<file path="config.mk">
export PLATFORM = sky130hd
export DESIGN_NAME = cfp_core_regs
export DESIGN_NICKNAME = d
export VERILOG_FILES = /design/src/cfp_pkg.sv /design/src/cfp_core_regs.sv
export SDC_FILE = /design/constraint.sdc
export NUM_CORES = 1
export LEC_CHECK = 0
export BUFFER_PORTS_ARGS = -buffer_cell sky130_fd_sc_hd__buf_2
export CORE_MARGIN = 5
export CORE_UTILIZATION = 45
export DETAILED_ROUTE_END_ITERATION = 7
export MAX_ROUTING_LAYER = met4
export PLACE_DENSITY_LB_ADDON = 0.3
export REMOVE_ABC_BUFFERS = 1
export SLEW_MARGIN = 20
export SYNTH_ARGS = -nofsm -noshare
export SYNTH_HDL_FRONTEND = slang
export SYNTH_SLANG_ARGS = --single-unit
</file>
<file path="constraint.sdc">
create_clock -name pclk -period 1.85 [get_ports pclk]
set_input_delay 0.0925 -clock pclk [delete_from_list [all_inputs] [get_ports pclk]]
set_output_delay 0.0925 -clock pclk [all_outputs]
set_load 0.02 [all_outputs]
</file>
<file path="src/cfp_pkg.sv">
/*
 core flag, reset cause, trim and pc load constants.
 assumes an apb slave with 32-bit data, one register per word.
*/
package cfp_pkg;
   // printed offsets are not all multiples of four: kept as indices
   localparam logic [7:0] IDX_FLAGS   = 8'h0c;
   localparam logic [7:0] IDX_RCAUSE  = 8'h8e;
   localparam logic [7:0] IDX_TRIM    = 8'h90;
   localparam logic [7:0] IDX_PCLOW   = 8'h02;
   localparam logic [7:0] IDX_PCHLAT  = 8'h0a;
   localparam logic [7:0] IDX_IRQEN   = 8'h8c;
   localparam logic [7:0] IDX_IRQCTL  = 8'h0b;
   localparam logic [7:0] IDX_PCFULL  = 8'hf0;
   // field layouts
   localparam int BIT_EE   = 7;
   localparam int BIT_AD   = 6;
   localparam int BIT_CM   = 3;
   localparam int BIT_T1   = 0;
   localparam int BIT_POR  = 1;
   localparam int BIT_BROWNOUT  = 0;
   localparam int BIT_GLOBAL_EN = 7;
   localparam int BIT_PERIPH_EN = 6;
   localparam logic [7:0] FLAG_MASK   = 8'hc9;
   localparam logic [7:0] RCAUSE_MASK = 8'h03;
   localparam logic [7:0] TRIM_MASK   = 8'hfc;
   localparam logic [7:0] IRQCTL_MASK = 8'hc0;
   localparam logic [4:0] HLAT_MASK   = 5'h1f;
   // reset values and pc width
   localparam logic [7:0] TRIM_RST    = 8'h80;
   localparam logic [7:0] RCAUSE_RST  = 8'h00;
   localparam int PC_W = 13;
endpackage

</file>
<file path="src/cfp_core_regs.sv">
/*
 flag register, reset cause, oscillator trim and program counter load.
 assumes apb master on pclk; event inputs are one-cycle pulses on pclk;
 power-on and brown-out indications are synchronous pulses from the
 supervisor on the same clock.
*/
// The APB register port was decided locally.
`timescale 1ns/1ps

//////////////////////////////////////////////////////////////////////////////
// Operation
// - flags set by their event regardless of any enable bit
// - bit 7 sets on eeprom write done, stays until cleared
// - bit 6 sets on conversion done when converter present
// - bit 3 sets on comparator change, holds until cleared
// - bit 0 sets on timer1 overflow, holds until cleared
// - unused flag and reset cause bits read zero, ignore writes
// - power-on clears bits 1 and 0; software writes them to one
// - brown-out clears bit 0; software writes it to one
// - trim register gives six-bit oscillator adjustment
// - trim all ones max, 100000 centre, zeros min, signed
// - trim bits 1-0 read zero and ignore writes
// - pc is 13 bits; low byte readable and writable
// - upper pc bits loaded from the high latch, except bits 10:8 from jump_target on a jump
// - every reset clears the whole pc
// - low byte write copies latch bits 4:0 into upper pc
// - call or goto takes latch bits 4:3 into top pc bits
// - flag interrupts only with own, peripheral, global enables
module cfp_core_regs #(
   parameter bit HAS_CONVERTER = 1'b1
) (
   // apb
   input  wire logic        pclk,
   input  wire logic        presetn,
   input  wire logic        psel,
   input  wire logic        penable,
   input  wire logic        pwrite,
   input  wire logic [11:0] paddr,
   input  wire logic [31:0] pwdata,
   output logic             pready,
   output logic [31:0]      prdata,
   output logic             pslverr,
   // events
   input  wire logic        ee_write_done,
   input  wire logic        conversion_done,
   input  wire logic        comparator_change,
   input  wire logic        timer1_overflow,
   input  wire logic        por_event,
   input  wire logic        brownout_event,
   // core pc control
   input  wire logic        pc_step,
   input  wire logic        jump_load,
   input  wire logic [10:0] jump_target,
   // outputs
   output logic [5:0]       trim_value,
   output logic signed [5:0] trim_offset,
   output logic [12:0]      pc_out,
   output logic             periph_irq
);

   //////////////////////////////////////////////////////////////////////////
   logic [7:0]  flags_q;
   logic [7:0]  rcause_q;
   logic [7:0]  trim_q;
   logic [4:0]  hlat_q;
   logic [7:0]  irqen_q;
   logic [7:0]  irqctl_q;
   logic [12:0] pc_q;
   logic [12:0] pc_d;
   logic [7:0]  idx;
   logic        acc;
   logic        wr;
   logic        hit;
   logic [7:0]  wd;
   logic [7:0]  ev;
   logic [7:0]  rd_d;

   function automatic logic sel_idx(input logic [7:0] a,
                                    input logic [7:0] b);
      return a == b;
   endfunction

   assign idx = paddr[9:2];
   assign acc = psel & penable;
   assign wr  = acc & pwrite;
   assign wd  = pwdata[7:0];
   assign hit = sel_idx(idx, cfp_pkg::IDX_FLAGS)
              | sel_idx(idx, cfp_pkg::IDX_RCAUSE)
              | sel_idx(idx, cfp_pkg::IDX_TRIM)
              | sel_idx(idx, cfp_pkg::IDX_PCLOW)
              | sel_idx(idx, cfp_pkg::IDX_PCHLAT)
              | sel_idx(idx, cfp_pkg::IDX_IRQEN)
              | sel_idx(idx, cfp_pkg::IDX_IRQCTL)
              | sel_idx(idx, cfp_pkg::IDX_PCFULL);

   //////////////////////////////////////////////////////////////////////////
   // flags: hardware set beats software clear
   always_comb begin
      ev = '0;
      ev[cfp_pkg::BIT_EE] = ee_write_done;
      ev[cfp_pkg::BIT_AD] = conversion_done & HAS_CONVERTER;
      ev[cfp_pkg::BIT_CM] = comparator_change;
      ev[cfp_pkg::BIT_T1] = timer1_overflow;
   end

   always_ff @(posedge pclk or negedge presetn) begin
      if (!presetn) begin
         flags_q <= '0;
      end else if (wr && sel_idx(idx, cfp_pkg::IDX_FLAGS)) begin
         // set wins over the clear; unused bits stay zero
         flags_q <= ((wd | ev) & cfp_pkg::FLAG_MASK);
      end else begin
         flags_q <= (flags_q | ev) & cfp_pkg::FLAG_MASK;
      end
   end

   //////////////////////////////////////////////////////////////////////////
   // reset cause; brown-out bit powers up unknown, modelled as zero
   always_ff @(posedge pclk or negedge presetn) begin
      if (!presetn) begin
         rcause_q <= cfp_pkg::RCAUSE_RST;
      end else begin
         if (wr && sel_idx(idx, cfp_pkg::IDX_RCAUSE)) begin
            rcause_q <= wd & cfp_pkg::RCAUSE_MASK;
         end
         if (por_event) begin
            rcause_q[cfp_pkg::BIT_POR] <= 1'b0;
            rcause_q[cfp_pkg::BIT_BROWNOUT] <= 1'b0;
         end
         if (brownout_event) begin
            rcause_q[cfp_pkg::BIT_BROWNOUT] <= 1'b0;
         end
      end
   end

   //////////////////////////////////////////////////////////////////////////
   // trim
   always_ff @(posedge pclk or negedge presetn) begin
      if (!presetn) begin
         trim_q <= cfp_pkg::TRIM_RST;
      end else if (wr && sel_idx(idx, cfp_pkg::IDX_TRIM)) begin
         trim_q <= wd & cfp_pkg::TRIM_MASK;
      end
   end

   always_ff @(posedge pclk or negedge presetn) begin
      if (!presetn) begin
         trim_value  <= cfp_pkg::TRIM_RST[7:2];
         trim_offset <= '0;
      end else begin
         trim_value  <= trim_q[7:2];
         // offset binary: flip the top bit to get two's complement
         trim_offset <= {~trim_q[7], trim_q[6:2]};
      end
   end

   //////////////////////////////////////////////////////////////////////////
   // enables, high latch
   always_ff @(posedge pclk or negedge presetn) begin
      if (!presetn) begin
         irqen_q  <= '0;
         irqctl_q <= '0;
         hlat_q   <= '0;
      end else if (wr) begin
         if (sel_idx(idx, cfp_pkg::IDX_IRQEN)) begin
            irqen_q <= wd & cfp_pkg::FLAG_MASK;
         end
         if (sel_idx(idx, cfp_pkg::IDX_IRQCTL)) begin
            irqctl_q <= wd & cfp_pkg::IRQCTL_MASK;
         end
         if (sel_idx(idx, cfp_pkg::IDX_PCHLAT)) begin
            hlat_q <= wd[4:0] & cfp_pkg::HLAT_MASK;
         end
      end
   end

   always_ff @(posedge pclk or negedge presetn) begin
      if (!presetn) begin
         periph_irq <= 1'b0;
      end else begin
         periph_irq <= (|(flags_q & irqen_q))
                     & irqctl_q[cfp_pkg::BIT_PERIPH_EN]
                     & irqctl_q[cfp_pkg::BIT_GLOBAL_EN];
      end
   end

   //////////////////////////////////////////////////////////////////////////
   // program counter; the add does not touch the latch, so table
   // jumps across a 256 block need software to set the latch first
   always_comb begin
      pc_d = pc_q;
      if (wr && sel_idx(idx, cfp_pkg::IDX_PCLOW)) begin
         pc_d = {hlat_q, wd};
      end else if (jump_load) begin
         pc_d = {hlat_q[4:3], jump_target};
      end else if (pc_step) begin
         pc_d = pc_q + 13'h0001;
      end
   end

   always_ff @(posedge pclk or negedge presetn) begin
      if (!presetn) begin
         pc_q <= '0;
      end else begin
         pc_q <= pc_d;
      end
   end

   always_ff @(posedge pclk or negedge presetn) begin
      if (!presetn) begin
         pc_out <= '0;
      end else begin
         pc_out <= pc_d;
      end
   end

   //////////////////////////////////////////////////////////////////////////
   // apb answer: no wait state, read data registered
   always_comb begin
      rd_d = '0;
      unique case (1'b1)
         sel_idx(idx, cfp_pkg::IDX_FLAGS):  rd_d = flags_q;
         sel_idx(idx, cfp_pkg::IDX_RCAUSE): rd_d = rcause_q;
         sel_idx(idx, cfp_pkg::IDX_TRIM):   rd_d = trim_q;
         sel_idx(idx, cfp_pkg::IDX_PCLOW):  rd_d = pc_q[7:0];
         sel_idx(idx, cfp_pkg::IDX_PCHLAT): rd_d = {3'b000, hlat_q};
         sel_idx(idx, cfp_pkg::IDX_IRQEN):  rd_d = irqen_q;
         sel_idx(idx, cfp_pkg::IDX_IRQCTL): rd_d = irqctl_q;
         default:                           rd_d = '0;
      endcase
   end

   always_ff @(posedge pclk or negedge presetn) begin
      if (!presetn) begin
         pready  <= 1'b0;
         prdata  <= '0;
         pslverr <= 1'b0;
      end else begin
         pready  <= psel & ~penable;
         pslverr <= psel & ~penable & ~hit;
         prdata  <= {24'h0000_00, rd_d};
      end
   end
endmodule // cfp_core_regs

</file>
==> metrics.md <==
| Metric | Value |
|---|---|
| Logic pwr share | `19.9%` |
| Synth cell count leaders | `dfrtp_1, buf_4, nand2_1` |
| Post-CTS setup buffer count | `0` |
| Fin. max-slew vios | `0` |
| Hold Crit Class | `in2reg` |
| Post-synthesis register bit count | `54` |
| Internal | `0.00170 W` |
| Number of global-route vias before repair | `2391` |
| Fraction of registers with async set/reset | `100%` |
| Fmax | `555 MHz` |
| PnR worst setup slack | `0.0472 ns` |
| Final hold violation count | `0` |
| CP Class | `in2reg` |
| CTS tree | `done` |
| Residual DRC | `0` |
| # clock sinks | `54` |
| First-pass GRT wire length | `11.7 mm` |
| Layout cells sized above 1 | `35.5%` |
| GP Congestion | `0.898` |
| Clk_lat worst skew | `0.31 ns` |
| Largest net degree at the start of global routing | `55` |
| Crit Path Max Fanout | `4` |
| Rows | `29` |
| Yosys warns | `0` |
| Die width | `90.2 um` |
| CP Data Arrival Time | `2.00 ns` |
| Synth Flop Type | `dfrtp_1` |
| Initial Util | `45.8%` |
| CTS Buffer Depth | `2` |
| HPWL after DPL | `5.48 mm` |
| CP Capture Type | `flop` |
| # port buffers | `75` |
| Post-Route Skew | `0.00685 ns` |
| Overall Global Routing Usage | `18.1%` |
| Worst hold margin | `0.0174 ns` |
| Final setup viols | `0` |
| CTS clk-pin slew, worst paths | `0.10 ns` |
| Yosys top cell area share | `45.0%` |
| Setup TNS | `0 ns` |
| Drt first pass iters | `4` |
| Max-capacitance violation count | `0` |
| CP startpoint kind | `input port` |
| Post-synth top area cell | `dfrtp_1` |
| Area grow syn2layout | `22.0%` |
| Die H | `90.2 um` |
| Drt initial violations | `170` |
| Yosys cell types | `50` |
| RSZ-0062 raised after global routing | `false` |
| WL per Instance | `15.7 um` |
| FF/Latch Area | `1350 um2` |
| GRT overflow | `0` |
| VDD IR max | `325 uV` |
| Via/cell ratio | `5.31` |
| H-tree level count | `2` |
| Sequential cell area fraction in the yosys report | `46.8%` |
| EDFF count, synth | `0` |
| Initial antenna violation count | `0` |
| Leakage | `1.78 nW` |
| Synth Instances | `279` |
| # IOs | `128` |
| Fill cell count | `580` |
| Vias | `2402` |
| Multi-input combinational cell area | `1330 um2` |
| ANT nets after route | `0` |
| Pre-CTS WS | `0.181 ns` |
| Post-Route WL | `7.09 mm` |
| Clock network fraction of total power | `28.5%` |
| CTS Hold Buffers Added | `9` |
| Final nets | `443` |
| Syn Std Cell Area | `2890 um2` |
| Critical path data required time | `2.05 ns` |
| Root Buffer | `clkbuf_8` |
| Power share of the sequential group | `51.6%` |
| Fin crit period | `1.80 ns` |
| Pwr/cell area | `685 nW/um2` |
| Total Power | `0.00242 W` |
| Post-CTS sizing | `0` |
| Core ar. | `6310 um2` |
| Period Utilization, post-route | `97.4%` |
| Sw frac | `29.6%` |
| CTS buffer count | `5` |
| Top-count cell post-synth | `dfrtp_1` |
| Die Area | `8140 um2` |
| Net Switching | `0.000716 W` |
| Top post-synthesis cells by area | `dfrtp_1, buf_4, mux2_2` |
| Syn avg cell area | `10.4 um2` |
| Status | `completed` |
| Ant diodes | `0` |
cell type report:
type | count | share of cell area [%]
Clock buffer | 6 | 2.34
Clock inverter | 2 | 0.354
Inverter | 8 | 0.850
Multi-Input combinational cell | 201 | 37.6
Sequential cell | 54 | 38.3
Tap cell | 77 | 2.73
Timing Repair Buffer | 104 | 17.8
worst max-delay path, stage by stage:
cell and delay [ns]:
buf_2 0.13, or3_1 0.47, nor4_2 0.46, mux2i_1 0.25
nor3_1 0.05, dlygate4sd3_1 0.54
flip-flops by register name (all words and copies together), names as in the netlist:
register	count
periph_irq	1
irqen_q	4
rcause_q	2
prdata	8
trim_q	6
irqctl_q	2
pslverr	1
trim_value	1
pready	1
flags_q	4
trim_offset	6
hlat_q	5
pc_out	13
placed cells by master, fill, tap and decap left out, drive strengths merged, types with 5 or more instances in the layout:
| cell type | n |
|---|---|
| buf | 95 |
| dfrtp | 52 |
| nand2 | 26 |
| conb | 24 |
| mux2 | 19 |
| mux2i | 14 |
| nor2 | 14 |
| o21ai | 14 |
| a21oi | 10 |
| nand3 | 9 |
| dlygate4sd3 | 9 |
| inv | 8 |
| nor4 | 8 |
| nor3 | 7 |
| xnor2 | 6 |
| clkbuf | 6 |
| a31oi | 5 |
| nand4 | 5 |
layer usage:
| metal | global-route usage [%] | vias to the layer above | share of wire (%) |
|---|---|---|---|
| li1 | - | 1144 | - |
| met2 | 30.4 | 77 | 52 |
| met4 | 5.33 | 0 | 1.6 |
| met3 | 3.42 | 9 | 5.8 |
| met1 | 22.3 | 1172 | 41 |
| met5 | - | - | 0 |
power groups by stage:
stage	combinational, W	sequential [W]	clock [W]
6_report	0.000481	0.00125	0.000691
5_1_grt	0.000525	0.00125	0.000759
3_3_place_gp	0.000463	0.00127	0
2_1_floorplan	0.000180	0.00133	0
3_5_place_dp	0.000470	0.00127	0
4_1_cts	0.000484	0.00125	0.000710
final timing paths:
path | cells past startpoint | start | end | slack (ns)
max | 6 | paddr[7] | rcause_q[0] | 0.05
min | 3 | pwdata[4] | pc_out[4] | 0.02
max reg2reg | 5 | pc_out[0] | pc_out[12] | 0.26
min reg2reg | 0 | trim_q[7] | trim_value[5] | 0.39
max in group asynchronous | 3 | presetn | trim_q[7] | 1.24
min in group asynchronous | 3 | presetn | pc_out[12] | 0.29
kinds of logic after synthesis:
| family | after synthesis | share of synthesized area, % |
|---|---|---|
| compound gates | 50 | 11.2 |
| other cells | 1 | 0.130 |
| mux | 33 | 12.2 |
| buf+inv | 47 | 10.3 |
| xor+xnor | 9 | 2.72 |
| simple gates | 84 | 16.2 |
| fa+ha+maj | 1 | 0.432 |
| flops | 54 | 46.8 |
metrics by stage:
step                      cells  cell area, um2  util, %
after floorplan             263            2710        -
after global placement      435            3350     53.0
after detailed placement    435            3350     53.0
after CTS                   452            3530     55.9
after global routing        452            3530     55.9
final                       452            3530     55.9
No activity file was read; power rests on OpenSTA's default activity.
